File: src/inc/mstop_params.svh
// Constants of the motor stop-mode controller
`ifndef MSTOP_PARAMS_SVH
`define MSTOP_PARAMS_SVH
// ----------------------------------------------------------------------------
// Clock and timing
// ----------------------------------------------------------------------------
`define MSTOP_CLK_HZ 50000000
`define MSTOP_DC_T1_MS 500
`define MSTOP_DC_T2_MS 500
// ----------------------------------------------------------------------------
// Stop source assignment codes (6 bits)
// ----------------------------------------------------------------------------
`define MSTOP_SRC_NONE 6'h00
`define MSTOP_SRC_BASE_LSB 1
`define MSTOP_SRC_EXT_LSB 7
`define MSTOP_SRC_LOCAL_LSB 16
`define MSTOP_SRC_SERIAL_LSB 32
`define MSTOP_SRC_FIELDBUS_LSB 48
`define MSTOP_SRC_PHYS_LAST 6'h0C
// ----------------------------------------------------------------------------
// Reset values and ranges (speed in 0.1 Hz, ramp time in 0.1 s)
// ----------------------------------------------------------------------------
`define MSTOP_THD_MIN 13'h0002
`define MSTOP_THD_MAX 13'h1388
`define MSTOP_DIV_MAX 4'hA
`define MSTOP_DIV_RESET 4'h4
`define MSTOP_RAMP_MIN 16'h0001
`endif

File: src/inc/mstop_pkg.sv
// Types of the motor stop-mode controller
package mstop_pkg;
   // Normal stop mode, ramp is the reset choice
   typedef enum logic [1:0] {
      MSTOP_MODE_RAMP = 2'b00,
      MSTOP_MODE_FAST = 2'b01,
      MSTOP_MODE_FREEWHEEL = 2'b10,
      MSTOP_MODE_DCINJ = 2'b11
   } mstop_mode_type;
   // Controller state
   typedef enum logic [2:0] {
      MSTOP_ST_IDLE = 3'b000,
      MSTOP_ST_RUN = 3'b001,
      MSTOP_ST_RAMP = 3'b010,
      MSTOP_ST_FAST = 3'b011,
      MSTOP_ST_FREEWHEEL = 3'b100,
      MSTOP_ST_DCINJ = 3'b101
   } mstop_state_type;
endpackage

File: src/hw/mstop_src_select.sv
// Stop source selector: picks one assignable source and keeps its last two samples
`timescale 1ns/1ps
`default_nettype none
`include "mstop_params.svh"
module mstop_src_select (
   input wire logic clk, // Control clock
   input wire logic srst, // Synchronous reset
   input wire logic [5:0] src_code, // Source assignment code
   input wire logic [5:0] base_inputs, // Base digital inputs
   input wire logic [5:0] extension_inputs, // Extension digital inputs
   input wire logic [15:0] virtual_input_zero, // Local command word
   input wire logic [15:0] serial_command_word, // Serial command word
   input wire logic [15:0] fieldbus_command_word, // Fieldbus command word
   output logic cur_q, // Current sample
   output logic prev_q, // Previous sample
   output logic assigned_q, // Source assigned
   output logic physical_q // Source is a physical input
);
   logic [63:0] src_vec;
   logic cur_d;
   logic prev_d;
   logic assigned_d;
   logic physical_d;

   // ----------------------------------------------------------------------------
   // Selection
   // ----------------------------------------------------------------------------
   // Unused codes read a constant zero, so they never toggle
   always_comb begin
      src_vec = {fieldbus_command_word, serial_command_word, virtual_input_zero, 3'h0,
                 extension_inputs, base_inputs, 1'b0};
      assigned_d = (src_code != `MSTOP_SRC_NONE);
      physical_d = assigned_d && (src_code <= `MSTOP_SRC_PHYS_LAST);
      // Holding the old sample when unassigned keeps a change of code from faking an edge
      cur_d = assigned_d ? src_vec[src_code] : cur_q;
      prev_d = cur_q;
   end

   // Sample every clock, previous sample for edge detection
   always_ff @(posedge clk) begin
      if (srst) begin
         cur_q <= 1'b1;
         prev_q <= 1'b1;
         assigned_q <= 1'b0;
         physical_q <= 1'b0;
      end else begin
         cur_q <= cur_d;
         prev_q <= prev_d;
         assigned_q <= assigned_d;
         physical_q <= physical_d;
      end
   end
endmodule
`default_nettype wire

File: src/hw/mstop_ctrl.sv
// Motor stop-mode controller: stop selection, stop inputs, restart interlock
// Summary of operation
// - Apply normal stop when run drops or stop.
// - Four stop modes; ramp stop after reset.
// - Freewheel starts on source falling to zero.
// - Freewheel/fast release restarts only two-wire level.
// - DC release restarts only two-wire level.
// - Sources: three command words, two input banks.
// - Below threshold, ramp/fast becomes freewheel with auto-DC.
// - Freewheel threshold 0.2 to 500 Hz, default 0.2.
// - Fast stop: input falls or bit rises.
// - Fast stop divides selected deceleration ramp.
// - Divider 0 to 10, default 4, 0 minimum.
// - DC injection starts on source rising; active high.
// - Sources default unassigned; unassigned never triggers.
// - DC level one for time one, then two.
`timescale 1ns/1ps
`default_nettype none
`include "mstop_params.svh"
module mstop_ctrl #(
   parameter int DC_T1_CYC = `MSTOP_DC_T1_MS * (`MSTOP_CLK_HZ / 1000), // Injection time one
   parameter int DC_T2_CYC = `MSTOP_DC_T2_MS * (`MSTOP_CLK_HZ / 1000) // Injection time two
) (
   input wire logic clk, // Control clock, 50 MHz
   input wire logic srst, // Synchronous reset, active high
   input wire logic run_cmd, // Run command level
   input wire logic stop_cmd, // Stop command level
   input wire mstop_pkg::mstop_mode_type stop_mode, // Normal stop mode
   input wire logic [5:0] freewheel_assign, // Freewheel source code
   input wire logic [5:0] fast_assign, // Fast stop source code
   input wire logic [5:0] dcinj_assign, // DC injection source code
   input wire logic [5:0] base_inputs, // Base inputs, first to last
   input wire logic [5:0] extension_inputs, // Extension inputs, first to last
   input wire logic [15:0] virtual_input_zero, // Local command word
   input wire logic [15:0] serial_command_word, // Serial command word
   input wire logic [15:0] fieldbus_command_word, // Fieldbus command word
   input wire logic two_wire_ctrl, // Two-wire control selected
   input wire logic two_wire_level, // Two-wire type level or forward priority
   input wire logic auto_dc_inj_en, // Automatic DC injection configured
   input wire logic [12:0] motor_speed, // Motor speed, 0.1 Hz
   input wire logic [12:0] freewheel_thd, // Freewheel threshold, 0.1 Hz
   input wire logic [3:0] ramp_divider, // Fast stop ramp divider
   input wire logic decel_sel_second, // Second deceleration ramp enabled
   input wire logic [15:0] decel_time1, // First deceleration time, 0.1 s
   input wire logic [15:0] decel_time2, // Second deceleration time, 0.1 s
   output mstop_pkg::mstop_state_type stop_state_q, // Controller state
   output logic motor_run_q, // Motor driven
   output logic dc_second_level_q, // DC injection at level two
   output logic restart_lock_q, // New run command needed
   output logic [15:0] fast_decel_time_q, // Fast stop deceleration time
   output logic [12:0] freewheel_thd_q // Threshold in force
);
   import mstop_pkg::*;

   // ----------------------------------------------------------------------------
   // Stop sources
   // ----------------------------------------------------------------------------
   logic [5:0] code_arr [3];
   logic [2:0] cur;
   logic [2:0] prev;
   logic [2:0] asg;
   logic [2:0] phys;
   assign code_arr[0] = freewheel_assign;
   assign code_arr[1] = fast_assign;
   assign code_arr[2] = dcinj_assign;

   // One selector per stop function: 0 freewheel, 1 fast, 2 DC injection
   genvar gi;
   generate
      for (gi = 0; gi < 3; gi++) begin : g_src
         mstop_src_select u_sel (
            .clk(clk),
            .srst(srst),
            .src_code(code_arr[gi]),
            .base_inputs(base_inputs),
            .extension_inputs(extension_inputs),
            .virtual_input_zero(virtual_input_zero),
            .serial_command_word(serial_command_word),
            .fieldbus_command_word(fieldbus_command_word),
            .cur_q(cur[gi]),
            .prev_q(prev[gi]),
            .assigned_q(asg[gi]),
            .physical_q(phys[gi])
         );
      end
   endgenerate

   // Edges and holding levels; unassigned sources are masked out
   logic fw_edge;
   logic fast_edge;
   logic dc_edge;
   logic fw_hold;
   logic fast_hold;
   logic dc_hold;
   logic auto_ok;
   always_comb begin
      fw_edge = asg[0] && prev[0] && !cur[0];
      fast_edge = asg[1] && (phys[1] ? (prev[1] && !cur[1]) : (!prev[1] && cur[1]));
      dc_edge = asg[2] && !prev[2] && cur[2];
      fw_hold = asg[0] && !cur[0];
      fast_hold = asg[1] && (phys[1] ? !cur[1] : cur[1]);
      dc_hold = asg[2] && cur[2];
      auto_ok = two_wire_ctrl && two_wire_level;
   end

   // ----------------------------------------------------------------------------
   // Settings in force
   // ----------------------------------------------------------------------------
   logic [15:0] fast_decel_time_d;
   logic [12:0] freewheel_thd_d;
   logic [15:0] decel_sel;
   logic [3:0] div_eff;
   always_comb begin
      decel_sel = decel_sel_second ? decel_time2 : decel_time1;
      div_eff = (ramp_divider > `MSTOP_DIV_MAX) ? `MSTOP_DIV_MAX : ramp_divider;
      // Zero divider asks for the shortest ramp; a quotient of zero is lifted to it too
      if (div_eff == 4'h0) begin
         fast_decel_time_d = `MSTOP_RAMP_MIN;
      end else begin
         fast_decel_time_d = decel_sel / {12'h000, div_eff};
         if (fast_decel_time_d == 16'h0000) begin
            fast_decel_time_d = `MSTOP_RAMP_MIN;
         end
      end
      // Out-of-range threshold is clamped rather than rejected
      if (freewheel_thd < `MSTOP_THD_MIN) begin
         freewheel_thd_d = `MSTOP_THD_MIN;
      end else if (freewheel_thd > `MSTOP_THD_MAX) begin
         freewheel_thd_d = `MSTOP_THD_MAX;
      end else begin
         freewheel_thd_d = freewheel_thd;
      end
   end

   // ----------------------------------------------------------------------------
   // Stop state machine
   // ----------------------------------------------------------------------------
   mstop_state_type state_d;
   logic motor_run_d;
   logic dc_second_level_d;
   logic restart_lock_d;
   logic input_stop_q;
   logic input_stop_d;
   logic [31:0] dc_cnt_q;
   logic [31:0] dc_cnt_d;
   logic speed_zero;
   logic below_thd;
   always_comb begin
      state_d = stop_state_q;
      input_stop_d = input_stop_q;
      restart_lock_d = restart_lock_q && run_cmd;
      dc_cnt_d = dc_cnt_q;
      speed_zero = (motor_speed == 13'h0000);
      below_thd = (motor_speed < freewheel_thd_q);
      // Input stops outrank the normal stop: freewheel, then fast, then DC
      if (fw_edge) begin
         state_d = MSTOP_ST_FREEWHEEL;
         input_stop_d = 1'b1;
      end else if (fast_edge) begin
         state_d = MSTOP_ST_FAST;
         input_stop_d = 1'b1;
      end else if (dc_edge) begin
         state_d = MSTOP_ST_DCINJ;
         input_stop_d = 1'b1;
         dc_cnt_d = 32'h0000_0000;
      end else begin
         case (stop_state_q)
            MSTOP_ST_IDLE: begin
               // A held stop input keeps the motor off
               if (run_cmd && !stop_cmd && !restart_lock_q && !fw_hold && !fast_hold && !dc_hold) begin
                  state_d = MSTOP_ST_RUN;
               end
               input_stop_d = 1'b0;
            end
            MSTOP_ST_RUN: begin
               if (!run_cmd || stop_cmd) begin
                  input_stop_d = 1'b0;
                  dc_cnt_d = 32'h0000_0000;
                  case (stop_mode)
                     MSTOP_MODE_RAMP: state_d = MSTOP_ST_RAMP;
                     MSTOP_MODE_FAST: state_d = MSTOP_ST_FAST;
                     MSTOP_MODE_FREEWHEEL: state_d = MSTOP_ST_FREEWHEEL;
                     default: state_d = MSTOP_ST_DCINJ;
                  endcase
               end
            end
            MSTOP_ST_RAMP, MSTOP_ST_FAST: begin
               if (auto_dc_inj_en && below_thd && !speed_zero) begin
                  state_d = MSTOP_ST_FREEWHEEL;
               end else if (speed_zero && !fast_hold) begin
                  state_d = MSTOP_ST_IDLE;
               end
            end
            MSTOP_ST_FREEWHEEL: begin
               // An input stop ends on release; a mode stop when the shaft stops
               if (!fw_hold && !fast_hold && (speed_zero || input_stop_q)) begin
                  state_d = MSTOP_ST_IDLE;
               end
            end
            MSTOP_ST_DCINJ: begin
               if (dc_cnt_q != 32'hFFFF_FFFF) begin
                  dc_cnt_d = dc_cnt_q + 32'h0000_0001;
               end
               if (input_stop_q ? !dc_hold : (dc_cnt_q >= 32'(DC_T1_CYC + DC_T2_CYC - 1))) begin
                  state_d = MSTOP_ST_IDLE;
               end
            end
            default: state_d = MSTOP_ST_IDLE;
         endcase
      end
      // Leaving an input stop with run held needs a fresh run unless two-wire level
      if (input_stop_q && stop_state_q != MSTOP_ST_IDLE && state_d == MSTOP_ST_IDLE && run_cmd && !auto_ok) begin
         restart_lock_d = 1'b1;
      end
      motor_run_d = (state_d == MSTOP_ST_RUN);
      dc_second_level_d = (state_d == MSTOP_ST_DCINJ) && (dc_cnt_d >= 32'(DC_T1_CYC));
   end

   // State registers
   always_ff @(posedge clk) begin
      if (srst) begin
         stop_state_q <= MSTOP_ST_IDLE;
         motor_run_q <= 1'b0;
         dc_second_level_q <= 1'b0;
         restart_lock_q <= 1'b0;
         input_stop_q <= 1'b0;
         dc_cnt_q <= 32'h0000_0000;
         fast_decel_time_q <= `MSTOP_RAMP_MIN;
         freewheel_thd_q <= `MSTOP_THD_MIN;
      end else begin
         stop_state_q <= state_d;
         motor_run_q <= motor_run_d;
         dc_second_level_q <= dc_second_level_d;
         restart_lock_q <= restart_lock_d;
         input_stop_q <= input_stop_d;
         dc_cnt_q <= dc_cnt_d;
         fast_decel_time_q <= fast_decel_time_d;
         freewheel_thd_q <= freewheel_thd_d;
      end
   end

   // ----------------------------------------------------------------------------
   // Checks
   // ----------------------------------------------------------------------------
   logic no_edge;
   assign no_edge = !fw_edge && !fast_edge && !dc_edge;

   normal_stop_a: assert property (@(posedge clk) disable iff (srst)
      stop_state_q == MSTOP_ST_RUN && !run_cmd && no_edge |=> stop_state_q != MSTOP_ST_RUN && !motor_run_q)
      else $error("run withdrawn but motor still running");
   mode_select_a: assert property (@(posedge clk) disable iff (srst)
      stop_state_q == MSTOP_ST_RUN && stop_cmd && no_edge && stop_mode == MSTOP_MODE_RAMP
      |=> stop_state_q == MSTOP_ST_RAMP)
      else $error("ramp mode did not give ramp stop");
   freewheel_edge_a: assert property (@(posedge clk) disable iff (srst)
      asg[0] && $fell(cur[0]) |=> stop_state_q == MSTOP_ST_FREEWHEEL)
      else $error("freewheel edge ignored");
   restart_lock_a: assert property (@(posedge clk) disable iff (srst)
      $rose(restart_lock_q) |-> $past(input_stop_q) && !$past(auto_ok))
      else $error("restart lock set without cause");
   dc_restart_a: assert property (@(posedge clk) disable iff (srst)
      stop_state_q == MSTOP_ST_DCINJ && input_stop_q && !dc_hold && run_cmd && !auto_ok && no_edge
      |=> restart_lock_q ##1 stop_state_q != MSTOP_ST_RUN)
      else $error("DC release restarted without new run");
   auto_freewheel_a: assert property (@(posedge clk) disable iff (srst)
      stop_state_q == MSTOP_ST_RAMP && auto_dc_inj_en && below_thd && !speed_zero && no_edge
      |=> stop_state_q == MSTOP_ST_FREEWHEEL)
      else $error("no switch to freewheel below threshold");
   thd_range_a: assert property (@(posedge clk) disable iff (srst)
      freewheel_thd_q >= `MSTOP_THD_MIN && freewheel_thd_q <= `MSTOP_THD_MAX)
      else $error("threshold out of range");
   fast_edge_a: assert property (@(posedge clk) disable iff (srst)
      fast_edge && !fw_edge |=> stop_state_q == MSTOP_ST_FAST)
      else $error("fast stop edge ignored");
   ramp_divide_a: assert property (@(posedge clk) disable iff (srst)
      ramp_divider == 4'h2 && !decel_sel_second && decel_time1 == 16'h0064 |=> fast_decel_time_q == 16'h0032)
      else $error("fast ramp not divided");
   divider_zero_a: assert property (@(posedge clk) disable iff (srst)
      ramp_divider == 4'h0 |=> fast_decel_time_q == `MSTOP_RAMP_MIN)
      else $error("zero divider not minimum ramp");
   dc_edge_a: assert property (@(posedge clk) disable iff (srst)
      dc_edge && !fw_edge && !fast_edge |=> stop_state_q == MSTOP_ST_DCINJ && !dc_second_level_q)
      else $error("DC injection edge ignored");
   unassigned_quiet_a: assert property (@(posedge clk) disable iff (srst)
      !asg[0] && !asg[1] && !asg[2] |-> no_edge)
      else $error("unassigned source triggered");
   dc_level_a: assert property (@(posedge clk) disable iff (srst)
      dc_second_level_q |-> stop_state_q == MSTOP_ST_DCINJ && dc_cnt_q >= 32'(DC_T1_CYC))
      else $error("level two before time one");
   single_edge_a: assert property (@(posedge clk) disable iff (srst)
      fw_edge |=> !fw_edge)
      else $error("one edge acted twice");
endmodule
`default_nettype wire

File: config.mk
export PLATFORM = sky130hd
export DESIGN_NAME = mstop_ctrl
export DESIGN_NICKNAME = d
export VERILOG_FILES = /design/src/inc/mstop_pkg.sv /design/src/hw/mstop_src_select.sv /design/src/hw/mstop_ctrl.sv
export VERILOG_INCLUDE_DIRS = /design/src /design/src/inc
export SDC_FILE = /design/constraint.sdc
export NUM_CORES = 1
export LEC_CHECK = 0
export BUFFER_PORTS_ARGS = -buffer_cell sky130_fd_sc_hd__buf_2
export CAP_MARGIN = 15
export CORE_MARGIN = 5
export CORE_UTILIZATION = 45
export CTS_CLUSTER_DIAMETER = 100
export DETAILED_ROUTE_END_ITERATION = 8
export PLACE_DENSITY = 0.69
export REMOVE_ABC_BUFFERS = 1
export SLEW_MARGIN = 40
export SYNTH_ARGS = -nofsm -noshare
export SYNTH_HDL_FRONTEND = slang
export SYNTH_SLANG_ARGS = --single-unit
File: constraint.sdc
create_clock -name clk -period 91 [get_ports clk]
set_input_delay 18.2 -clock clk [delete_from_list [all_inputs] [get_ports clk]]
set_output_delay 18.2 -clock clk [all_outputs]
set_load 0.01 [all_outputs]
==> results of run 1 <==
[path summary, 6_finish.rpt]
check / slack [ns] / endpoint
worst max-delay path: 42.48 / fast_decel_time_q[0]
worst min-delay path: 0.50 / g_src[2].u_sel.prev_q
worst max register to register: 86.33 / dc_second_level_q
worst min register to register: 0.50 / g_src[2].u_sel.prev_q
[registers in the layout (all words and copies together), names as in the netlist, 3 cells and up]
name	cells
dc_cnt_q	32
stop_state_q	3
g_src.u_sel.prev_q	3
freewheel_thd_q	13
g_src.u_sel.cur_q	3
g_src.u_sel.assigned_q	3
fast_decel_time_q	16
[per-stage QoR]
stage / cell area, µm² / hold WS (ns) / utilization
detailed placement: 11500 / 0.487 / 0.506
floorplan: 10100 / 0.436 / -
global placement: 11500 / 0.471 / 0.506
finish: 11800 / 0.496 / 0.522
CTS: 11800 / 0.503 / 0.520
global route: 11800 / 0.523 / 0.521
[worst min-delay path, delay by kind of cell, from the launching register on]
family | cells | cell delay (ns)
and+or+nand+nor | 1 | 0.07
DFF | 1 | 0.35
buffers and inverters | 1 | 0.05
[layer usage]
layer  up-vias  track usage  wire length (µm)
met5         -            0                 0
met4         0       0.0738               822
met3        65       0.0258              2140
met2       422        0.384             14600
met1      5083        0.328             14100
li1       5303            -                 -
[cells in the mapped netlist, types with 11 or more instances]
| library cell | number |
|---|---|
| a21o_1 | 16 |
| a21oi_1 | 89 |
| a22oi_1 | 12 |
| a31oi_1 | 17 |
| and2_1 | 22 |
| and3_1 | 32 |
| clkbuf_1 | 31 |
| dfxtp_1 | 78 |
| ha_1 | 72 |
| inv_1 | 45 |
| mux2_2 | 25 |
| mux2i_1 | 23 |
| mux4_2 | 53 |
| nand2_1 | 98 |
| nand2b_1 | 17 |
| nand3_1 | 33 |
| nand4_1 | 21 |
| nor2_1 | 172 |
| nor2b_1 | 20 |
| nor3_1 | 40 |
| nor4_1 | 17 |
| o211ai_1 | 13 |
| o21a_1 | 28 |
| o21ai_0 | 89 |
| o31ai_1 | 11 |
| or2_2 | 11 |
| or3_1 | 13 |
| xnor2_1 | 22 |
| xor2_1 | 16 |
[layout make-up]
class	instances	share of cell area
Clock buffer	9	0.0191
Multi-Input combinational cell	1137	0.713
Sequential cell	78	0.132
Antenna cell	5	0.00106
Inverter	46	0.0146
Tap cell	285	0.0302
Timing Repair Buffer	190	0.0835
Clock inverter	7	0.00636
[logic make-up (layout without fill, tap and decap cells)]
kind of cell,count (synthesis),after routing,synth area share
AOI/OAI and AO/OA,376,376,0.244
xor gates and xnor gates,41,41,0.0369
adders and majority gates,73,73,0.0880
buffers and inverters,92,252,0.0369
DFF,78,78,0.151
muxes,110,110,0.178
other,0,5,0
and+or+nand+nor,537,537,0.266
==> flow_summary.toml, run 1 <==
[layout]
multiInputGateArea_mm2 = 0.00842
final_cells = 1757
area_delta_synth_final_pct = 14.1
n_fill_cell = 2157
nets = 1684
final_common_cell = "buf_2"
layout_common_cells = "buf_2, nor2_1, nand2_1"
drive_above_1_share = 0.236
register_area_mm2 = 0.00156

[critical_path]
end_kind = "register"
crit_start = "ramp_divider[2]"
critPathTopFamily = "compound AO/OA/AOI/OAI gates"
r2r-start = "dc_cnt_q[13]"
cp.depth = 127
critPathBufInv = 5
worstPathMaxFanout = 16
arrival_ns = 48.75
worstPathRequired_ns = 91.23
cpPeakStageDelay_ns = 0.68
start_kind = "primary input"
slowest_stage = "nor4_2"
worstSetupPathType = "in -> reg"
r2r_cells = 20
cpMostUsedCell = "ha_1"

[clocking]
clkSlewWorstSetupHoldPaths_ns = 0.07
post_cts_buffers = 0
cts_tree = "done"
cts_buffers = 9
holdBufCountCts = 0
h-tree-depth = 3
cts_resized = 0
clkSinkCount = 78
cts_buffer_depth = 2
root_buffer = "clkbuf_16"
insertion_delay_ns = 0.35

[drt]
post-route-drc-count = 0
via_per_inst = 6.19
dr_total_vias = 10900
drt_iter0_markers = 1092
wl_mm = 31.7
drtPass1Iterations = 5
postRouteAntennaNets = 0
route.detailed.wl_per_inst_um = 18.1

[global_route]
grt_antenna_before_repair = 2
grt_pass1_vias = 10100
grt_pass1_wl_mm = 51.1
grt-ovfl-total = 0
grt_max_degree = 44
globalRouteTotalUtil = 0.235

[floorplanning]
die_w_um = 162
die_height_um = 162
rows = 55
die_area_mm2 = 0.0261
core_area_mm2 = 0.0226
start_util = 0.457
ios = 185

[synth]
synth_edf_count = 0
ys_ff_latch = 78
yosys.area.top_type_share = 0.151
netlist-cell-type-count = 105
synthTopCellsByArea = "dfxtp_1, mux4_2, ha_1"
netlist_instances = 1307
yosysWarnings = 0
synthArstFlopShare = 0
ys.flop_type = "dfxtp_1"
yosys.area.top_type = "dfxtp_1"
ys_seq_area_frac = 0.151
synthesis.area_mm2 = 0.0103
avgSynthCellArea_um2 = 7.92

[worst_hold_path]
min_from = "g_src[2].u_sel.cur_q"
min_path_type = "reg -> reg"
holdPathStages = 2

[place]
portBuffers = 184
placed_cells = 1735
pre_cts_ws_ns = 42.63
dp_hpwl_mm = 24.9
routabilityCongestion = 0.982

[timing]
finalCritPeriodShare = 0.533
setup_viol = 0
timing.slew.headroom = 0.473
hold_violations = 0
tightest_slew_ns = 0.789
slew_viol_final = 0
grt_setup_unrepaired = "false"
finClkSkew_ns = 0.00841
setup_tns_ns = 0
fin_crit_ns = 48.52
fmaxAchievable_mhz = 20.6
worst_slack_ns = 42.48

[run]
cap_violations = 0

[outcome]
status = "finished, final reports clean"
Power of run 1 is not shown: default switching activity piles up to over one toggle a cycle in this logic, so the estimate is an artifact.
==> inputs of run 2 (changes only) <==
==> constraint.sdc (replaced) <==
create_clock -name clk -period 45.9 [get_ports clk]
set_input_delay 9.18 -clock clk [delete_from_list [all_inputs] [get_ports clk]]
set_output_delay 9.18 -clock clk [all_outputs]
set_load 0.01 [all_outputs]
==> run 2 against run 1 <==
Highest routed layer unchanged. Die area stayed put. Core utilization is 0.19 points lower. Critical path depth stayed put. Via count is 0.10% lower. Wire length is 0.94% higher.
==> flow_summary.toml, run 2 (same netlist as run 1, synthesis figures left out) <==
[run]
cap_violations = 0

[place]
portBuffers = 184
routabilityCongestion = 0.978
dp_hpwl_mm = 25.1

[timing]
setup_tns_ns = 0
setup_viol = 0
tightest_slew_ns = 0.825
whs_ns = 0.491
grt_setup_unrepaired = "false"
fmaxAchievable_mhz = 25.4
finalCritPeriodShare = 0.858
slew_viol_final = 0
timing.slew.headroom = 0.450
finClkSkew_ns = 0.00949
hold_violations = 0
fin_crit_ns = 39.39

[global_route]
grt_pass1_wl_mm = 51.3
globalRouteTotalUtil = 0.237
grt_antenna_before_repair = 1
grt_max_degree = 44
grt-ovfl-total = 0
grt_pass1_vias = 10200

[floorplanning]
die_w_um = 162
die_height_um = 162
die_area_mm2 = 0.0261
core_area_mm2 = 0.0226
start_util = 0.457
rows = 55
ios = 185

[critical_path]
end_kind = "register"
reg2reg_slack_ns = 41.19
worstPathMaxFanout = 16
cpPeakStageDelay_ns = 0.67
cpMostUsedCell = "ha_1"
critPathTopFamily = "compound AO/OA/AOI/OAI gates"
worstPathRequired_ns = 46.14
critPathBufInv = 5
worstSetupPathType = "in -> reg"
arrival_ns = 39.63
start_kind = "primary input"
slowest_stage = "nor4_2"

[clocking]
h-tree-depth = 3
holdBufCountCts = 0
insertion_delay_ns = 0.35
cts_buffers = 9
clkSinkCount = 78
post_cts_buffers = 0
clkSlewWorstSetupHoldPaths_ns = 0.07
cts_tree = "done"
root_buffer = "clkbuf_16"
cts_buffer_depth = 2
cts_resized = 0

[layout]
n_fill_cell = 2211
top_register = "dc_cnt_q"
nets = 1683
final_common_cell = "buf_2"
top_regs = "dc_cnt_q x32, fast_decel_time_q x16, freewheel_thd_q x13"
largest_reg_flops = 32
layout_common_cells = "buf_2, nor2_1, nand2_1"
area_delta_synth_final_pct = 13.7
drive_above_1_share = 0.235

[drt]
post-route-drc-count = 0
drt_iter0_markers = 1010
drtPass1Iterations = 6
wl_mm = 32.0
route.detailed.wl_per_inst_um = 18.3
via_per_inst = 6.20
dr_total_vias = 10900
postRouteAntennaNets = 0

[worst_hold_path]
min_path_type = "reg -> reg"

[outcome]
status = "finished, final reports clean"
==> run 2: final cells by class <==
type                       instances  area [µm²]  share of cell area
multi-input combinational       1137        8420               0.716
clock buffer                       9         225              0.0191
sequential                        78        1560               0.133
timing repair buffer             189         961              0.0817
clock inverter                     7        62.6             0.00532
tap                              285         357              0.0303
inverter                          46         173              0.0147
antenna                            2        5.00            0.000425
==> run 2: final timing paths <==
kind,from,end,depth (start not counted)
hold / removal,g_src[2].u_sel.cur_q,g_src[2].u_sel.prev_q,2
setup / recovery,ramp_divider[2],fast_decel_time_q[0],127
hold reg to reg,g_src[2].u_sel.cur_q,g_src[2].u_sel.prev_q,2
setup reg to reg,dc_cnt_q[13],dc_second_level_q,20
==> run 2: routing by layer <==
layer | up-vias | track usage | routed length [µm]
met5 | - | 0 | 0
met4 | 0 | 0.0650 | 726
met3 | 60 | 0.0322 | 2210
met2 | 414 | 0.391 | 14900
met1 | 5082 | 0.327 | 14200
li1 | 5306 | - | -
==> run 2: per-stage QoR <==
stage                     instances   util  cell area [µm²]  setup slack [ns]
final                          1753  0.520            11800              6.51
after global routing           1752  0.520            11800              3.89
after CTS                      1751  0.519            11800              6.86
after detailed placement       1735  0.507            11500              6.62
after global placement         1735  0.506            11500              7.84
after floorplan                1261      -            10100             10.01
==> run 2: worst register-to-register path: cells and delay by family, from the launching register on <==
kind,cells,cell delay [ns]
AND/OR/NAND/NOR,16,3.18
flip-flops,1,0.36
AO/OA/AOI/OAI,4,1.06
Power of run 2 is left out for the same reason.
==> inputs of run 3 (changes only) <==
--- a/config.mk
+++ b/config.mk
@@ -6,13 +6,14 @@
 export SDC_FILE = /design/constraint.sdc
 export NUM_CORES = 1
 export LEC_CHECK = 0
+export ABC_AREA = 1
 export BUFFER_PORTS_ARGS = -buffer_cell sky130_fd_sc_hd__buf_2
 export CAP_MARGIN = 15
 export CORE_MARGIN = 5
 export CORE_UTILIZATION = 45
 export CTS_CLUSTER_DIAMETER = 100
 export DETAILED_ROUTE_END_ITERATION = 8
-export PLACE_DENSITY = 0.69
+export PLACE_DENSITY = 0.68
 export REMOVE_ABC_BUFFERS = 1
 export SLEW_MARGIN = 40
 export SYNTH_ARGS = -nofsm -noshare
==> run 3 against run 2 <==
Core utilization shrank 0.086 points. Hold slack worse by 0.028 ns. Count of clock-buffer cells in the layout up 2. Wire length up 11%. Cell area rose by 6.9%. Non-clock buffer count grew 4. Sequential share of layout area decreased by 0.86 points. Setup slack better by 5.0 ns. Global-route usage is 0.51 points higher. Cell count is 35% higher. Synthesized cell count is 42% higher. First-iteration DRC count is 11% lower.
==> flow_summary.toml, run 3 <==
[drt]
route.detailed.wl_per_inst_um = 15.1
via_per_inst = 5.49
dr_total_vias = 12900
dr_wl_met3_mm = 1.80
drtPass1Iterations = 5
post-route-drc-count = 0
drt_iter0_markers = 895
postRouteAntennaNets = 0
met1_length_mm = 15.6
wl_mm = 35.5
highest_layer = "met5"
route.met2.wl_mm = 17.4

[floorplanning]
ios = 185
core_area_mm2 = 0.0242
die_area_mm2 = 0.0277
rows = 57
start_util = 0.455
die_height_um = 167
die_w_um = 167

[clocking]
post_cts_buffers = 0
clkSinkCount = 78
h-tree-depth = 3
cts_tree = "done"
cts_resized = 0
cts_buffers = 9
root_buffer = "clkbuf_16"
insertion_delay_ns = 0.35
clkSlewWorstSetupHoldPaths_ns = 0.06
holdBufCountCts = 0
cts_buffer_depth = 2

[worst_hold_path]
holdPathStages = 2
min_from = "g_src[0].u_sel.cur_q"
min_path_type = "reg -> reg"
hold_end = "g_src[0].u_sel.prev_q"

[synth]
synth.most_common_cell = "nand2_1"
yosys.area.top_type = "dfxtp_1"
netlist_instances = 1861
yosys.area.top_type_share = 0.142
synthTopCellsByArea = "dfxtp_1, nand2_1, inv_1"
yosysWarnings = 0
synthTopCellsByCount = "nand2_1, inv_1, nor2_1"
synth_edf_count = 0
avgSynthCellArea_um2 = 5.93
synthesis.area_mm2 = 0.0110
netlist-cell-type-count = 63
ys.flop_type = "dfxtp_1"
ys_seq_area_frac = 0.142
synthArstFlopShare = 0
ys_ff_latch = 78

[timing]
setup_tns_ns = 0
finClkSkew_ns = 0.0137
hold_violations = 0
fmaxAchievable_mhz = 29.1
grt_setup_unrepaired = "false"
finalCritPeriodShare = 0.749
worst_slack_ns = 11.54
timing.slew.headroom = 0.452
slew_viol_final = 0
tightest_slew_ns = 0.802
fin_crit_ns = 34.36
setup_viol = 0

[global_route]
grt_pass1_wl_mm = 57.9
globalRouteTotalUtil = 0.242
grt_pass1_vias = 12000
grt_max_degree = 42
grt-ovfl-total = 0
grt_antenna_before_repair = 2

[place]
placed_cell_area_mm2 = 0.0123
routabilityCongestion = 0.968
portBuffers = 184
pre_cts_ws_ns = 11.38
dp_hpwl_mm = 28.4

[layout]
layout_common_cells = "nand2_1, inv_1, nor2_1"
nets = 2251
final_common_cell = "nand2_1"
drive_above_1_share = 0.173
top_regs = "dc_cnt_q x32, fast_decel_time_q x16, freewheel_thd_q x13"
finalInstanceArea_mm2 = 0.0126
area_delta_synth_final_pct = 14.0
largest_reg_flops = 32
top_register = "dc_cnt_q"

[critical_path]
r2r_end = "dc_second_level_q"
worstPathMaxFanout = 15
start_kind = "primary input"
worstPathRequired_ns = 46.13
reg2reg_slack_ns = 41.82
worstSetupPathType = "in -> reg"
r2r_cells = 22
cpPeakStageDelay_ns = 0.46
r2r-start = "dc_cnt_q[0]"
cpMostUsedCell = "nand2_1"
slowest_stage = "a21oi_1"
arrival_ns = 34.59
end_kind = "register"

[run]
cap_violations = 0

[outcome]
status = "finished, final reports clean"
run 3: cell count changes in the layout (fill, tap and decap cells not counted), moves of 30 or more:
cell,before,now
and3_1,32,2
nand2_1,98,369
o21ai_0,89,153
mux4_2,53,0
nand3_1,33,136
nand2_2,0,34
inv_1,45,300
run 3: cell type report:
cell class                 count  area (µm²)
fill                        2574       11700
multi-input combinational   1426        8100
sequential                    78        1560
inverter                     321        1210
timing repair buffer         193         988
tap                          324         405
clock buffer                  11         253
clock inverter                 5        65.1
antenna                        1        2.50
run 3: kinds of logic after synthesis:
family                     after synthesis  synth area share
AOI/OAI and AO/OA                      392             0.213
DFF                                     78             0.142
xor gates and xnor gates                41            0.0326
and+or+nand+nor                        918             0.403
buffers and inverters                  357             0.125
muxes                                    3           0.00272
adders and majority gates               72            0.0817
run 3: through the flow:
| stage | instances | util | hold WS [ns] |
|---|---|---|---|
| after floorplan | 1825 | - | 0.424 |
| after global placement | 2342 | 0.505 | 0.448 |
| after detailed placement | 2342 | 0.506 | 0.454 |
| after CTS | 2358 | 0.519 | 0.471 |
| after global routing | 2359 | 0.519 | 0.499 |
| final | 2359 | 0.519 | 0.463 |
run 3: critical path, delay by kind of cell:
family,cells,cell delay (ns)
buffers and inverters,29,2.68
AND/OR/NAND/NOR,88,11.41
adder cells (fa/ha/maj),16,4.86
AO/OA/AOI/OAI,40,6.45
run 3: per-layer routing:
layer,up-vias,global-route usage
li1,6561,-
met1,5925,0.308
met2,384,0.434
met3,68,0.0313
met4,2,0.0615
met5,-,0
run 3: how the worst max path moves through the flow:
stage                          startpoint                   end  slack, ns  cells after the start
after floorplan           ramp_divider[1]  fast_decel_time_q[4]      14.65                    173
after global placement    ramp_divider[1]  fast_decel_time_q[4]      12.58                    172
after detailed placement  ramp_divider[1]  fast_decel_time_q[8]      11.38                    173
after CTS                 ramp_divider[1]  fast_decel_time_q[5]      11.68                    173
after global routing      ramp_divider[1]  fast_decel_time_q[4]       8.62                    174
final                     ramp_divider[1]  fast_decel_time_q[5]      11.54                    173
Power of run 3 is left out for the same reason.
